### src/include/i2cs_regs.vh
`ifndef I2CS_REGS_VH
`define I2CS_REGS_VH

// Slave engine states
`define I2CS_ST_IDLE     3'h0
`define I2CS_ST_ADDR1    3'h1
`define I2CS_ST_ADDR2    3'h2
`define I2CS_ST_ACK      3'h3
`define I2CS_ST_RX       3'h4
`define I2CS_ST_TX       3'h5
`define I2CS_ST_TXACK    3'h6
`define I2CS_ST_WAIT     3'h7

// What the pending acknowledge belongs to
`define I2CS_ACK_HEADER  2'h0
`define I2CS_ACK_ADDR_RX 2'h1
`define I2CS_ACK_ADDR_TX 2'h2
`define I2CS_ACK_DATA    2'h3

// Byte framing
`define I2CS_BITS_PER_BYTE 4'h8
`define I2CS_HEADER_POS    7:3
`define I2CS_HEADER_VAL    5'h1E
`define I2CS_GEN_CALL      8'h00

// Least programmed input clock per speed, in MHz
`define I2CS_MIN_MHZ_STD   6'h02
`define I2CS_MIN_MHZ_FAST  6'h04

// Reset values
`define I2CS_RST_BYTE      8'h00
`define I2CS_RST_COUNT     4'h0

`endif
### src/design/i2cs_engine.v
`include "i2cs_regs.vh"

// Summary of operation
// - Slave by default; master after own start
// - Handles standard and fast bus speeds
// - Flags input clock below speed minimum
// - Bytes shifted MSB first; 1/2 address bytes
// - Ninth clock carries the acknowledge bit
// - Compare primary, secondary, general call addresses
// - Ten-bit compare includes header 11110xx0
// - Mismatch ignored until next start
// - Header match acks, then awaits address
// - Full match acks, sets matched flag, event
// - Flag shows which own address matched
// - Ten-bit transmitter only after header 11110xx1
// - Direction flag shows receive or transmit
// - Transmitter stretches until flag cleared, data loaded
// - Master ack sets transmit-empty, buffer interrupt
// - Empty buffer sets finished flag, stretches
// - Receiver acks then sets receive-not-empty
// - Unread byte sets finished flag, stretches
// - Stop while addressed sets stop flag and event interrupt
// - Stop flag clears on status read, control write
module i2cs_engine (
  input  wire       clock_i,
  input  wire       rst_n_i,
  input  wire       scl_i,
  output wire       scl_o,
  output wire       scl_oe_o,
  input  wire       sda_i,
  output wire       sda_o,
  output wire       sda_oe_o,
  input  wire [9:0] own_address_primary_i,
  input  wire       addr_10bit_i,
  input  wire [6:0] own_address_secondary_i,
  input  wire       dual_address_enable_i,
  input  wire       general_call_enable_i,
  input  wire       ack_enable_i,
  input  wire       event_irq_enable_i,
  input  wire       buffer_irq_enable_i,
  input  wire       fast_speed_i,
  input  wire [5:0] periph_freq_mhz_i,
  input  wire       start_request_i,
  input  wire       stop_request_i,
  input  wire       sr1_read_i,
  input  wire       sr2_read_i,
  input  wire       cr1_write_i,
  input  wire       dr_read_i,
  input  wire       dr_write_i,
  input  wire [7:0] dr_wdata_i,
  output wire [7:0] dr_rdata_o,
  output wire       master_mode_o,
  output wire       bus_busy_o,
  output wire       address_matched_o,
  output wire       which_address_flag_o,
  output wire       direction_flag_o,
  output wire       transmit_empty_flag_o,
  output wire       receive_not_empty_flag_o,
  output wire       byte_transfer_finished_flag_o,
  output wire       stop_detected_flag_o,
  output wire       timing_ok_o,
  output wire       event_irq_o
);

  wire [1:0] pins_sync;
  reg        scl_d;
  reg        sda_d;
  reg  [2:0] state;
  reg  [1:0] ack_kind;
  reg  [3:0] bitcnt;
  reg  [7:0] shreg;
  reg  [7:0] data_register;
  reg        dr_full;
  reg        ack_drive;
  reg        tx_low;
  reg        stretch;
  reg        ack_seen;
  reg        addr10_ok;
  reg        slave_active;
  reg        sr1_last;
  reg        addr_flag;
  reg        which_address_flag;
  reg        direction_flag;
  reg        transmit_empty_flag;
  reg        receive_not_empty_flag;
  reg        byte_transfer_finished_flag;
  reg        stop_detected_flag;
  reg        busy;
  reg        master_mode;
  reg        m_sda_low;
  reg        timing_ok;

  i2cs_sync u_sync (
    .clock_i (clock_i),
    .rst_n_i (rst_n_i),
    .async_i ({scl_i, sda_i}),
    .sync_o  (pins_sync)
  );

  wire scl_s    = pins_sync[1];
  wire sda_s    = pins_sync[0];
  wire scl_rise = scl_s & ~scl_d;
  wire scl_fall = ~scl_s & scl_d;
  wire start_det = scl_s & scl_d & sda_d & ~sda_s;
  wire stop_det  = scl_s & scl_d & ~sda_d & sda_s;
  wire byte_done = scl_fall && (bitcnt == `I2CS_BITS_PER_BYTE);

  // Address decode of the byte just shifted in
  wire hdr_hit = addr_10bit_i && (shreg[`I2CS_HEADER_POS] == `I2CS_HEADER_VAL) &&
                 (shreg[2:1] == own_address_primary_i[9:8]);
  wire m_pri   = !addr_10bit_i && (shreg[7:1] == own_address_primary_i[6:0]);
  wire m_sec   = dual_address_enable_i && (shreg[7:1] == own_address_secondary_i);
  wire m_gc    = general_call_enable_i && (shreg == `I2CS_GEN_CALL);
  // Any other software access clears the sr1-read-first marker, breaking a clear sequence
  wire sw_other = sr2_read_i | cr1_write_i | dr_read_i | dr_write_i;

  always @(posedge clock_i or negedge rst_n_i) begin
    if (!rst_n_i) begin
      scl_d     <= 1'b1;
      sda_d     <= 1'b1;
      timing_ok <= 1'b0;
    end else begin
      scl_d     <= scl_s;
      sda_d     <= sda_s;
      timing_ok <= fast_speed_i ? (periph_freq_mhz_i >= `I2CS_MIN_MHZ_FAST) :
                                  (periph_freq_mhz_i >= `I2CS_MIN_MHZ_STD);
    end
  end

  // Master role: start while idle, back to slave on stop request only; the lost-arbitration branch never fires, as m_sda_low stays set in master mode
  always @(posedge clock_i or negedge rst_n_i) begin
    if (!rst_n_i) begin
      master_mode <= 1'b0;
      m_sda_low   <= 1'b0;
    end else if (!master_mode && start_request_i && !busy && scl_s && sda_s) begin
      master_mode <= 1'b1;
      m_sda_low   <= 1'b1;
    end else if (master_mode && stop_request_i) begin
      master_mode <= 1'b0;
      m_sda_low   <= 1'b0;
    end else if (master_mode && !m_sda_low && scl_s && !sda_s) begin
      master_mode <= 1'b0;
    end
  end

  always @(posedge clock_i or negedge rst_n_i) begin
    if (!rst_n_i) begin
      state                       <= `I2CS_ST_IDLE;
      ack_kind                    <= `I2CS_ACK_HEADER;
      bitcnt                      <= `I2CS_RST_COUNT;
      shreg                       <= `I2CS_RST_BYTE;
      data_register               <= `I2CS_RST_BYTE;
      dr_full                     <= 1'b0;
      ack_drive                   <= 1'b0;
      tx_low                      <= 1'b0;
      stretch                     <= 1'b0;
      ack_seen                    <= 1'b0;
      addr10_ok                   <= 1'b0;
      slave_active                <= 1'b0;
      sr1_last                    <= 1'b0;
      addr_flag                   <= 1'b0;
      which_address_flag          <= 1'b0;
      direction_flag              <= 1'b0;
      transmit_empty_flag         <= 1'b0;
      receive_not_empty_flag      <= 1'b0;
      byte_transfer_finished_flag <= 1'b0;
      stop_detected_flag          <= 1'b0;
      busy                        <= 1'b0;
    end else begin
      // Software side; hardware sets below come later and win
      if (sr1_read_i)
        sr1_last <= 1'b1;
      else if (sw_other)
        sr1_last <= 1'b0;
      if (sr2_read_i && sr1_last)
        addr_flag <= 1'b0;
      if (cr1_write_i && sr1_last)
        stop_detected_flag <= 1'b0;
      if ((dr_read_i || dr_write_i) && sr1_last)
        byte_transfer_finished_flag <= 1'b0;
      if (dr_read_i)
        receive_not_empty_flag <= 1'b0;
      if (dr_write_i) begin
        data_register       <= dr_wdata_i;
        dr_full             <= 1'b1;
        transmit_empty_flag <= 1'b0;
      end

      if (start_det)
        busy <= 1'b1;
      if (start_det && !master_mode) begin
        state     <= `I2CS_ST_ADDR1;
        bitcnt    <= `I2CS_RST_COUNT;
        ack_drive <= 1'b0;
        tx_low    <= 1'b0;
        stretch   <= 1'b0;
      end else if (stop_det) begin
        busy         <= 1'b0;
        state        <= `I2CS_ST_IDLE;
        ack_drive    <= 1'b0;
        tx_low       <= 1'b0;
        stretch      <= 1'b0;
        addr10_ok    <= 1'b0;
        slave_active <= 1'b0;
        if (slave_active)
          stop_detected_flag <= 1'b1;
      end else begin
        case (state)
          `I2CS_ST_ADDR1, `I2CS_ST_ADDR2, `I2CS_ST_RX: begin
            if (state == `I2CS_ST_RX && stretch && !addr_flag)
              stretch <= 1'b0;
            if (scl_rise) begin
              shreg  <= {shreg[6:0], sda_s};
              bitcnt <= bitcnt + 4'h1;
            end
            if (byte_done) begin
              bitcnt <= `I2CS_RST_COUNT;
              if (state == `I2CS_ST_RX) begin
                if (receive_not_empty_flag) begin
                  byte_transfer_finished_flag <= 1'b1;
                  stretch                     <= 1'b1;
                  state                       <= `I2CS_ST_WAIT;
                end else begin
                  ack_drive <= ack_enable_i;
                  ack_kind  <= `I2CS_ACK_DATA;
                  state     <= `I2CS_ST_ACK;
                end
              end else if (state == `I2CS_ST_ADDR2) begin
                if (shreg == own_address_primary_i[7:0]) begin
                  addr10_ok          <= 1'b1;
                  direction_flag     <= 1'b0;
                  which_address_flag <= 1'b0;
                  ack_drive          <= ack_enable_i;
                  ack_kind           <= `I2CS_ACK_ADDR_RX;
                  state              <= `I2CS_ST_ACK;
                end else begin
                  addr10_ok <= 1'b0;
                  state     <= `I2CS_ST_IDLE;
                end
              end else if (hdr_hit && !shreg[0]) begin
                ack_drive <= ack_enable_i;
                ack_kind  <= `I2CS_ACK_HEADER;
                state     <= `I2CS_ST_ACK;
              end else if (hdr_hit && addr10_ok) begin
                direction_flag <= 1'b1;
                ack_drive      <= ack_enable_i;
                ack_kind       <= `I2CS_ACK_ADDR_TX;
                state          <= `I2CS_ST_ACK;
              end else if (m_pri || m_sec || m_gc) begin
                direction_flag     <= shreg[0] && !m_gc;
                which_address_flag <= m_sec && !m_pri;
                ack_drive          <= ack_enable_i;
                ack_kind           <= (shreg[0] && !m_gc) ? `I2CS_ACK_ADDR_TX : `I2CS_ACK_ADDR_RX;
                state              <= `I2CS_ST_ACK;
              end else begin
                addr10_ok <= 1'b0;
                state     <= `I2CS_ST_IDLE;
              end
            end
          end
          `I2CS_ST_ACK: begin
            // Data line low only when acking; otherwise left released as a NACK
            if (scl_fall) begin
              ack_drive <= 1'b0;
              bitcnt    <= `I2CS_RST_COUNT;
              case (ack_kind)
                `I2CS_ACK_HEADER: state <= `I2CS_ST_ADDR2;
                `I2CS_ACK_ADDR_RX: begin
                  addr_flag    <= 1'b1;
                  slave_active <= 1'b1;
                  stretch      <= 1'b1;
                  state        <= `I2CS_ST_RX;
                end
                `I2CS_ACK_ADDR_TX: begin
                  addr_flag           <= 1'b1;
                  slave_active        <= 1'b1;
                  transmit_empty_flag <= !dr_full;
                  stretch             <= 1'b1;
                  state               <= `I2CS_ST_WAIT;
                end
                default: begin
                  data_register          <= shreg;
                  receive_not_empty_flag <= 1'b1;
                  state                  <= `I2CS_ST_RX;
                end
              endcase
            end
          end
          `I2CS_ST_WAIT: begin
            if (!direction_flag) begin
              // Clock held low until the finished flag and the unread byte are serviced
              if (!byte_transfer_finished_flag && !receive_not_empty_flag) begin
                stretch   <= 1'b0;
                ack_drive <= ack_enable_i;
                ack_kind  <= `I2CS_ACK_DATA;
                state     <= `I2CS_ST_ACK;
              end
            end else if (!addr_flag && dr_full && !byte_transfer_finished_flag) begin
              shreg   <= data_register;
              dr_full <= 1'b0;
              tx_low  <= !data_register[7];
              stretch <= 1'b0;
              bitcnt  <= `I2CS_RST_COUNT;
              state   <= `I2CS_ST_TX;
            end
          end
          `I2CS_ST_TX: begin
            if (scl_rise)
              bitcnt <= bitcnt + 4'h1;
            if (scl_fall) begin
              if (bitcnt == `I2CS_BITS_PER_BYTE) begin
                tx_low <= 1'b0;
                state  <= `I2CS_ST_TXACK;
              end else begin
                shreg  <= {shreg[6:0], 1'b0};
                tx_low <= !shreg[6];
              end
            end
          end
          `I2CS_ST_TXACK: begin
            if (scl_rise) begin
              ack_seen <= !sda_s;
              if (!sda_s)
                transmit_empty_flag <= !dr_full;
            end
            if (scl_fall) begin
              bitcnt <= `I2CS_RST_COUNT;
              if (ack_seen) begin
                state   <= `I2CS_ST_WAIT;
                stretch <= !dr_full;
                if (!dr_full)
                  byte_transfer_finished_flag <= 1'b1;
              end else begin
                state <= `I2CS_ST_IDLE;
              end
            end
          end
          default: begin
            ack_drive <= 1'b0;
            tx_low    <= 1'b0;
            stretch   <= 1'b0;
          end
        endcase
      end
    end
  end

  // Open-drain pins: only ever pulled low
  assign scl_o    = 1'b0;
  assign sda_o    = 1'b0;
  assign scl_oe_o = stretch;
  assign sda_oe_o = ack_drive | tx_low | m_sda_low;

  assign dr_rdata_o                    = data_register;
  assign master_mode_o                 = master_mode;
  assign bus_busy_o                    = busy;
  assign address_matched_o             = addr_flag;
  assign which_address_flag_o          = which_address_flag;
  assign direction_flag_o              = direction_flag;
  assign transmit_empty_flag_o         = transmit_empty_flag;
  assign receive_not_empty_flag_o      = receive_not_empty_flag;
  assign byte_transfer_finished_flag_o = byte_transfer_finished_flag;
  assign stop_detected_flag_o          = stop_detected_flag;
  assign timing_ok_o                   = timing_ok;
  assign event_irq_o = event_irq_enable_i &
                       (addr_flag | stop_detected_flag | byte_transfer_finished_flag |
                        (buffer_irq_enable_i & (transmit_empty_flag | receive_not_empty_flag)));

endmodule

### src/design/i2cs_sync.v
module i2cs_sync (
  input  wire       clock_i,
  input  wire       rst_n_i,
  input  wire [1:0] async_i,
  output wire [1:0] sync_o
);

  reg [1:0] stage1;
  reg [1:0] stage2;

  // Idle bus level is high, so reset to high
  always @(posedge clock_i or negedge rst_n_i) begin
    if (!rst_n_i) begin
      stage1 <= 2'h3;
      stage2 <= 2'h3;
    end else begin
      stage1 <= async_i;
      stage2 <= stage1;
    end
  end

  assign sync_o = stage2;

endmodule

### config.mk
export PLATFORM = sky130hd
export DESIGN_NAME = i2cs_engine
export DESIGN_NICKNAME = d
export VERILOG_FILES = /design/src/design/i2cs_engine.v /design/src/design/i2cs_sync.v
export VERILOG_INCLUDE_DIRS = /design/src /design/src/include
export SDC_FILE = /design/constraint.sdc
export NUM_CORES = 1
export LEC_CHECK = 0
export ABC_AREA = 1
export BUFFER_PORTS_ARGS = -buffer_cell sky130_fd_sc_hd__buf_4
export CELL_PAD_IN_SITES_DETAIL_PLACEMENT = 2
export CELL_PAD_IN_SITES_GLOBAL_PLACEMENT = 2
export CORE_UTILIZATION = 27
export CTS_CLUSTER_DIAMETER = 100
export DETAILED_ROUTE_END_ITERATION = 16
export PLACE_DENSITY_LB_ADDON = 0.08
export SYNTH_ARGS = -nofsm -noshare
export SYNTH_HDL_FRONTEND = slang
export SYNTH_SLANG_ARGS = --single-unit
### constraint.sdc
create_clock -name clock_i -period 1.92 [get_ports clock_i]
set_clock_uncertainty 0.2 [all_clocks]
set_input_delay 0.192 -clock clock_i [delete_from_list [all_inputs] [get_ports clock_i]]
set_output_delay 0.192 -clock clock_i [all_outputs]
set_load 0.01 [all_outputs]
-- After elaboration in Yosys (flattened, before gate mapping)
Cells that the tools add are included.
- input bits: 49
- register bits after elaboration: 50
- output and inout bits: 23
- word-level logic and storage cells: 348
- equal/unequal tests: 56
- bitwise logic cells: 25
- magnitude comparators: 2
- mux-type cells: 158
- reductions and logical operators: 78
- $add $sub $neg: 1
- operators with widths (cell ; number):
    $mux 1 ; 101
    $mux 8 ; 11
    $ne 4x4->1 const B ; 12
    $mux 3 ; 14
    $reduce_and 8->1 ; 4
    $mux 2 ; 15
    $mux 4 ; 7
    $logic_and 1x1->1 ; 27
    $pmux 8 s3 ; 1
    $ne 2x2->1 const B ; 11
    $ne 3x3->1 const B ; 7
    $reduce_and 9->1 ; 2
    $reduce_bool 2->1 ; 9
    $pmux 4 s4 ; 1
    $ne 5x5->1 const B ; 3
    $pmux 3 s5 ; 1
    $eq 7x7->1 ; 2
    $logic_not 1->1 ; 14
    $reduce_and 7->1 ; 2
    $eq 3x3->1 const B ; 4
    $ne 6x6->1 const B ; 2
    $reduce_and 4->1 ; 3
    $and 1x1->1 ; 9
    $ne 3x1->1 const B ; 3
    31 further kinds ; 55

-- Logic depth before layout (Yosys ltp)
Gate-level depths: netlist of run 1.
- word-level depth: 13
- depth in mapped cells: 15

-- Cells and area by module
A second synthesis of run 1 with hierarchy kept.
- cells, all modules: 512
- area total of the unflattened synthesis: 3442.1 sq um
- modules (own cells, without submodules) (module ; seq. area each (sq um) ; area each (sq um) ; cells each ; instances):
    i2cs_engine ; 1153.6 ; 3337.0 ; 508 ; 1
    i2cs_sync ; 105.1 ; 105.1 ; 4 ; 1

-- Least setup slack after synthesis of run 1
No wires, ideal clock.
- path type: reg2reg
- start: register u_sync.stage2[1], in the netlist u_sync.sync_o[1]
- end: register state[0]
- path buffers: 0
- arrival: 1.507 ns
- stages on the path, launching flop included: 10
- required time: 1.599 ns
- slack: 0.092 ns
- library setup time: 0.121 ns
- cells stage by stage: dfstp_2 -> inv_2 -> nor2_2 -> nand4_2 -> nand2_2 -> nor2_1 -> a21oi_2 -> nand2_2 -> nor2_1 -> a21oi_1
- longest elaborated chain between the ends: 6
- elaborated cells on any way between the ends: 20
- ends and longest elaborated chain (what ; line ; text):
    from (decl) ; i2cs_sync.v:9 ; reg [1:0] stage2;
    from (signal assigned) ; i2cs_sync.v:18 ; stage2 <= stage1;
    $and 1x1->1 ; i2cs_engine.v:104, i2cs_engine.v:105 ;
    $and 1x1->1 (2 in series) ; i2cs_engine.v:104 ; wire start_det = scl_s & scl_d & sda_d & ~sda_s;
    $logic_and 1x1->1 ; i2cs_engine.v:191 ; if (start_det && !master_mode) begin
    $ne 5x5->1 (no line), or another cell as far along ; -- ;
    $reduce_and 8->1 (no line) ; -- ;
    to (signal assigned) ; i2cs_engine.v:192 ; state <= `I2CS_ST_ADDR1;
    to (signal assigned) ; i2cs_engine.v:199 ; state <= `I2CS_ST_IDLE;
    to (signal assigned) ; i2cs_engine.v:222 ; state <= `I2CS_ST_WAIT;
    to (decl) ; i2cs_engine.v:68 ; reg [2:0] state;
Several ways; a longest one is shown, not always the timed one.
A chain may end at the register's enable or synchronous reset.

-- Worst setup path after layout of run 1
Same ends and word-level chain as after synthesis.

==> metrics.txt, run 1 <==
status finished with violations; failing checks negative setup slack; core area 12100 um^2; Port Buffers 68; ys flop type dfrtp_1; die height 113 um; worst-case clock buffer depth 2; clock latency on the worst-skew pair 0.30 ns; largest cells by area after synthesis dfrtp_1 33%, nand2_1 17%, inv_1 5.9%; worst vdd ir 0.000437 V; CTS tree built; final WL 16.4 mm; initial DRC count 150; gr usage total 24.4%; Cells after Synth 481; cell mode on critical path nor2_4; Synth area leader dfrtp_1; Cell Area, Synth 3350 um^2; PwrDens 1300 nW/um^2; Crit Reg-Reg Startpoint u_sync.sync_o[1]; Worst Hold Class in -> reg; starting density of the core 27.7%; worst stage delay on the critical path 0.56 ns; final core utilization 45.7%; Synth Warn # 0; Hold EP dr_rdata_o[2]; number of global-route vias before repair 4606; worst hold path cell count 3; Syn Area/Cell 6.96 um^2; Max Cap Viol 0; Reg2Reg Setup Slack -0.13 ns; WS Path Type reg -> reg; Cell Chain, Critical Path inv_2, nor2_4, nand4_4, nand2_4, buf_6, nor2_4, a21oi_4, nand2_2, nor2_1, a21oi_1; clock period minus worst slack 2.05 ns; I/O Pins 72; HP Start dr_write_i; Cells after DPL 785; proportion of layout cells with a drive suffix above 1 43.3%; via count 4121; number of synthesized flops with an enable pin 0; Critical R2R Capture state[0]; area grow syn2layout 64.9%; multi-input combinational cell area 2120 um^2; first-pass GRT wire length 24.4 mm; die width 113 um; n_diodes 0; RSZ-0062 raised after global routing yes; GRT overflow 0; Final Hold Fails 0; CTS Sinks 50; Synth cell types 45; CTS root buf clkbuf_16; met1 usage 30.9%; WL per Instance 19.7 um; Final Wtd Congestion 0.845; die area 12800 um^2; Storage cell area 1260 um^2; final std cells w/o fill 836; Worst Path Max Fanout 5; post-synthesis sequential area ratio 37.6%; CP arrival 2.04 ns; setup ws final -0.134 ns; final setup vio count 20; htree depth 2; TritonRoute pass-1 iters 4; critical path required time 1.91 ns; Filler Cell Count 1374; nature of the critical path endpoint register; worst slew pin tran 0.733 ns; share of the synthesized area in the top cell type 32.9%; WHS 0.0189 ns; global route hottest layer met2; FF-to-FF path depth 10; M3 GR Usage 2.79%; clock-pin slew on the worst setup and hold paths 0.07 ns; Final Cycle Share 107%; Crit-path slowest cell dfstp_2; ys async rst share 100%; dpl ws -0.121 ns; fmax 0.487 GHz; Synth Register Bits 50; max-slew violation count 0; antenna-violating nets left 0; CTS Buf Count 5; Cell Rows 40; final net count 722; drt via density 4.93; max_slew headroom 51.1%; Design Power 0.00720 W; M2 GR Usage 44.0%; initial antenna violation count 0; pin count of the biggest net entering global routing 51; DRC errors left 0; Post-DP HPWL 10.4 mm; Worst setup SP type register; Lkg Pwr 2.82 nW
## registers in the layout, indices dropped and copies added (netlist names), 2 cells and up
signal,cells
u_sync.sync_o,2
shreg,8
ack_kind,2
state,3
dr_rdata_o,8
bitcnt,4
u_sync.stage1,2
## cell usage after synthesis, types with 3 or more instances
master    instances
nor3_1           10
o21ai_0          33
nand2_2           6
o21ai_1           7
o211ai_1          9
o31ai_1           3
dfrtp_1          44
inv_1            53
inv_2             5
a21oi_1          12
dfstp_2           6
ha_1              6
buf_4             3
a31oi_1          10
nand3_1          23
xnor2_1          10
nand4_1           9
nor2_2            4
nor2_1           47
nand2_1         148
nor2_4            3
## cell families after synthesis
family / synth area share, %
adder cells (fa/ha/maj): 2.24
buffers and inverters: 8.68
XOR/XNOR: 3.14
AND/OR/NAND/NOR: 33.1
other: 0.112
flip-flops: 37.6
AO/OA/AOI/OAI: 15.1
## cells in the final DEF, fill, tap and decap left out, types with 14 or more instances in the layout
cell	count
dlygate4sd3_1	17
dfrtp_1	40
o21ai_0	21
nor2_1	28
nand2_2	25
nand3_1	20
inv_1	42
buf_4	156
nand2_1	127
inv_2	14
o21ai_1	14
## per-stage QoR
stage | area [um^2] | TNS, ns
after floorplan | 3350 | 0
after global placement | 4610 | -0.0483
after detailed placement | 4610 | -1.07
after CTS | 5190 | -0.0876
after global routing | 5520 | -3.12
final | 5520 | -1.17
## critical path, delay by kind of cell, from the launching register on
| family | cells | cell delay [ns] |
|---|---|---|
| flip-flops | 1 | 0.56 |
| AND/OR/NAND/NOR | 6 | 0.74 |
| buffers and inverters | 2 | 0.18 |
| AO/OA/AOI/OAI | 2 | 0.25 |
## repair_timing
item | CTS | global route
endpoints found under the hold margin | 60 | 0
hold buffers | 17 | 0
resized for setup | 50 | 73
pin swaps | 17 | 35
buffers inserted | 12 | 15
setup endpoints to repair | 23 | 29
gates cloned | 0 | 0
## layout make-up
cell class	count	area share, %
multi-input combinational	362	38.4
timing repair buffer	187	27.5
sequential	50	22.9
inverter	61	4.40
tap	168	3.81
clock buffer	6	2.34
clock inverter	2	0.680
## worst max path at each step
| stage | to | from | cells after the start |
|---|---|---|---|
| 5_1_grt | state[1] | ack_kind[0] | 8 |
| 4_1_cts | ack_kind[1] | sda_d | 9 |
| 2_1_floorplan | state[0] | u_sync.sync_o[1] | 9 |
| 6_report | state[0] | u_sync.sync_o[1] | 10 |
| 3_3_place_gp | shreg[1] | state[1] | 8 |
| 3_5_place_dp | ack_drive | shreg[5] | 11 |
## power by group
part	switching, W	leakage (nW)	internal [W]
Sequential	0.000303	0.611	0.00134
Combinational	0.00254	2.13	0.00196
Clock	0.000435	0.0771	0.000617
Total	0.00328	2.82	0.00392
## routing by layer
metal / wire [um] / share of wire, %
met5: 0 / 0
met4: 379 / 2.3
met3: 444 / 2.7
met2: 8350 / 51
met1: 7260 / 44
Note: power is estimated with default switching activity, not from simulation.
==> run 2: changes to the inputs <==
--- a/config.mk
+++ b/config.mk
@@ -14,6 +14,7 @@
 export CTS_CLUSTER_DIAMETER = 100
 export DETAILED_ROUTE_END_ITERATION = 16
 export PLACE_DENSITY_LB_ADDON = 0.08
+export SKIP_LAST_GASP = 1
 export SYNTH_ARGS = -nofsm -noshare
 export SYNTH_HDL_FRONTEND = slang
 export SYNTH_SLANG_ARGS = --single-unit
==> metrics.txt, run 2 (synthesis results as in run 1) <==
status finished with violations; failing checks negative setup slack; number of global-route vias before repair 4606; PwrDens 1290 nW/um^2; WS Path Type reg -> reg; Post-DP HPWL 10.4 mm; CP arrival 2.01 ns; Final Hold Fails 0; TritonRoute pass-1 iters 4; drt via density 4.94; CTS tree built; Worst Hold Class in -> reg; RSZ-0062 raised after global routing yes; most common cell after layout, fill and taps aside buf_4; final net count 722; M2 GR Usage 44.0%; Worst setup SP type register; worst vdd ir 0.000404 V; M3 GR Usage 2.79%; Final Wtd Congestion 0.845; dpl ws -0.121 ns; first-pass GRT wire length 24.4 mm; global route hottest layer met2; max-slew violation count 0; CTS Sinks 50; proportion of layout cells with a drive suffix above 1 42.7%; Fin Setup TNS -0.967 ns; starting density of the core 27.7%; initial antenna violation count 0; critical path required time 1.91 ns; pin count of the biggest net entering global routing 51; clock period minus worst slack 2.03 ns; worst slew pin tran 0.713 ns; die height 113 um; Port Buffers 68; nature of the critical path endpoint register; antenna-violating nets left 0; area grow syn2layout 64.5%; GRT overflow 0; setup ws final -0.108 ns; max_slew headroom 52.4%; clock-pin slew on the worst setup and hold paths 0.07 ns; die width 113 um; final WL 16.0 mm; met1 usage 30.9%; n_diodes 0; Crit Reg-Reg Startpoint scl_d; gr usage total 24.4%; WL per Instance 19.2 um; htree depth 2; fmax 0.493 GHz; clock latency on the worst-skew pair 0.30 ns; worst-case clock buffer depth 2; Setup crit start scl_d; initial DRC count 133; I/O Pins 72; WHS 0.0233 ns; die area 12800 um^2; commonest cells after routing, fill and taps aside 156 x buf_4, 128 x nand2_1, 42 x inv_1, 40 x dfrtp_1, 29 x nor2_1; DRC errors left 0; Final Cycle Share 106%; Max Cap Viol 0; HP Start dr_write_i; core area 12100 um^2; Lkg Pwr 2.82 nW; CTS root buf clkbuf_16; CTS Buf Count 5; via count 4133; final setup vio count 20; Worst Path Max Fanout 6; Cell Rows 40
## run 2: path summary, 6_finish.rpt
| check | to | slack (ns) | cells past startpoint |
|---|---|---|---|
| max | ack_drive | -0.11 | 9 |
| min | dr_rdata_o[2] | 0.02 | 3 |
| max reg2reg | ack_drive | -0.11 | 9 |
| min reg2reg | u_sync.sync_o[1] | 0.16 | 0 |
| max in group asynchronous | shreg[6] | 0.70 | 2 |
| min in group asynchronous | which_address_flag_o | 0.26 | 2 |
## run 2: worst max-delay path, stage by stage (launching register included)
cell	delay [ns]
dfstp_2	0.55
inv_2	0.06
nor2_1	0.15
nand2_2	0.14
nand2_4	0.15
clkinvlp_4	0.20
buf_6	0.17
and3_4	0.16
nand3_2	0.06
nand2_1	0.06
## run 2: area by class of cell
type / instances / area, um^2
repair buffers: 187 / 1520
well taps: 168 / 210
multi-input cells: 362 / 2100
fillers: 1379 / 6560
clock buffers: 6 / 129
inverters: 61 / 243
flip-flops and latches: 50 / 1260
clock inverters: 2 / 37.5
## run 2: layer usage
metal  routed length (um)  share of wire (%)  up-vias
met4                  354                2.2        0
met1                 6980                 43     2074
met3                  497                3.1       32
met5                    0                  0        -
li1                     -                  -     1933
met2                 8210                 51       94
## run 2: timing repair
action	CTS	global route
hold buffers	17	0
setup buffers	12	15
gates resized for setup	50	68
hold endpoints to repair	60	0
pin swaps	17	35
endpoints found under the setup margin	23	29
## run 2: power by group
group | total (W) | switching [W] | leakage [nW] | internal, W
Sequential | 0.00163 | 0.000295 | 0.611 | 0.00134
Combinational | 0.00442 | 0.00247 | 2.13 | 0.00195
Clock | 0.00105 | 0.000437 | 0.0771 | 0.000617
Total | 0.00711 | 0.00320 | 2.82 | 0.00390
## run 2: per-stage QoR
step                      total power, W  std cells  utilization [%]  cell area [um^2]
after floorplan                  0.00341        482                -              3350
after global placement           0.00493        785             38.2              4610
after detailed placement         0.00509        785             38.2              4610
after CTS                        0.00655        821             43.0              5190
after global routing             0.00760        836             45.6              5500
final                            0.00711        836             45.6              5500
==> run 3: changes to the inputs <==
--- a/config.mk
+++ b/config.mk
@@ -10,6 +10,7 @@
 export BUFFER_PORTS_ARGS = -buffer_cell sky130_fd_sc_hd__buf_4
 export CELL_PAD_IN_SITES_DETAIL_PLACEMENT = 2
 export CELL_PAD_IN_SITES_GLOBAL_PLACEMENT = 2
+export CORE_MARGIN = 4
 export CORE_UTILIZATION = 27
 export CTS_CLUSTER_DIAMETER = 100
 export DETAILED_ROUTE_END_ITERATION = 16
==> metrics.txt, run 3 (synthesis results as in run 1) <==
starting density of the core 27.7%; initial DRC count 174; area grow syn2layout 63.0%; Setup crit start state[1]; Lkg Pwr 2.80 nW; number of global-route vias before repair 4340; Worst Path Max Fanout 4; HP Start dr_write_i; core area 12100 um^2; commonest cells after routing, fill and taps aside 162 x buf_4, 130 x nand2_1, 39 x inv_1, 39 x dfrtp_1, 30 x nor2_1; Max Cap Viol 0; I/O Pins 72; GRT overflow 0; initial antenna violation count 0; Fin Setup TNS -1.66 ns; setup ws final -0.324 ns; first-pass GRT wire length 22.6 mm; worst slew pin tran 0.720 ns; CP arrival 2.22 ns; Final Wtd Congestion 0.840; die area 14200 um^2; Filler Cell Count 1403; final WL 15.7 mm; final net count 718; CTS tree built; final std cells w/o fill 832; dpl ws -0.0947 ns; worst vdd ir 0.000481 V; Crit Reg-Reg Startpoint state[1]; status finished with violations; n_diodes 0; PwrDens 1330 nW/um^2; Storage cell area 1260 um^2; Port Buffers 68; die height 119 um; Final Cycle Share 117%; max_slew headroom 52.0%; multi-input combinational cell area 2120 um^2; drt via density 4.82; most common cell after layout, fill and taps aside buf_4; htree depth 2; Cell Rows 40; CTS Sinks 50; Worst setup SP type register; via count 4010; Cells after DPL 784; final core utilization 45.2%; antenna-violating nets left 0; die width 119 um; Post-DP HPWL 10.5 mm; clock-pin slew on the worst setup and hold paths 0.07 ns; DRC errors left 0; gr usage total 19.7%; Worst Hold Class in -> reg; worst-case clock buffer depth 2; final setup vio count 16; fmax 0.446 GHz; nature of the critical path endpoint register; max-slew violation count 0; TritonRoute pass-1 iters 4; WL per Instance 18.8 um; failing checks negative setup slack; WS Path Type reg -> reg; clock period minus worst slack 2.24 ns; pin count of the biggest net entering global routing 51; CTS Buf Count 5; Final Hold Fails 0; critical path required time 1.90 ns; proportion of layout cells with a drive suffix above 1 42.6%; clock latency on the worst-skew pair 0.30 ns; RSZ-0062 raised after global routing yes; CTS root buf clkbuf_16
-- run 3: routing by layer --
layer	part of all wire, %	GRT usage (%)	vias up	wire (um)
li1	-	-	1928	-
met1	45	26.6	1984	6990
met2	50	33.5	79	7860
met3	3.3	3.23	19	519
met4	1.8	3.79	0	285
met5	0	0	-	0
-- run 3: worst max-delay path, stage by stage (launching register included) --
cell and delay, ns:
dfrtp_1 0.46, inv_2 0.15, nand2_2 0.10, nor2_4 0.15, inv_2 0.07, nand3_4 0.10
inv_4 0.06, nand2_4 0.08, nand4_1 0.18, nor2_1 0.20, nand2_1 0.17, nand2_1 0.12
o21ai_1 0.08
-- run 3: through the flow --
stage / instance area, um^2 / power, W / hold slack [ns]
after floorplan: 3350 / 0.00341 / -0.304
after global placement: 4590 / 0.00493 / 0.0942
after detailed placement: 4590 / 0.00509 / 0.0970
after CTS: 5050 / 0.00641 / 0.000563
after global routing: 5450 / 0.00777 / 0.0229
final: 5450 / 0.00725 / 0.0136
-- run 3: where the power goes --
group          internal [W]  switching (W)
clock              0.000617       0.000435
combinational       0.00199        0.00256
sequential          0.00134       0.000319
total               0.00394        0.00331
-- run 3: final timing paths --
path                                         to  slack, ns  cells past startpoint
min in group asynchronous  which_address_flag_o       0.26                      2
max reg2reg                         ack_kind[0]      -0.32                     12
max                                 ack_kind[0]      -0.32                     12
min                               dr_rdata_o[2]       0.01                      3
max in group asynchronous              shreg[7]       0.70                      2
min reg2reg                    u_sync.sync_o[1]       0.16                      0
-- run 3: timing repair --
item,in CTS,in global routing
pin swaps,8,37
endpoints found under the hold margin,58,0
endpoints found under the setup margin,21,26
hold buffers,15,0
setup buffers,7,18
gates resized for setup,32,88
cloned,0,0
-- run 3: final cells by class --
type	count	area share [%]
Clock buffer	6	2.36
Clock inverter	2	0.688
Inverter	61	4.54
Multi-Input combinational cell	362	38.9
Sequential cell	50	23.2
Tap cell	168	3.85
Timing Repair Buffer	183	26.5
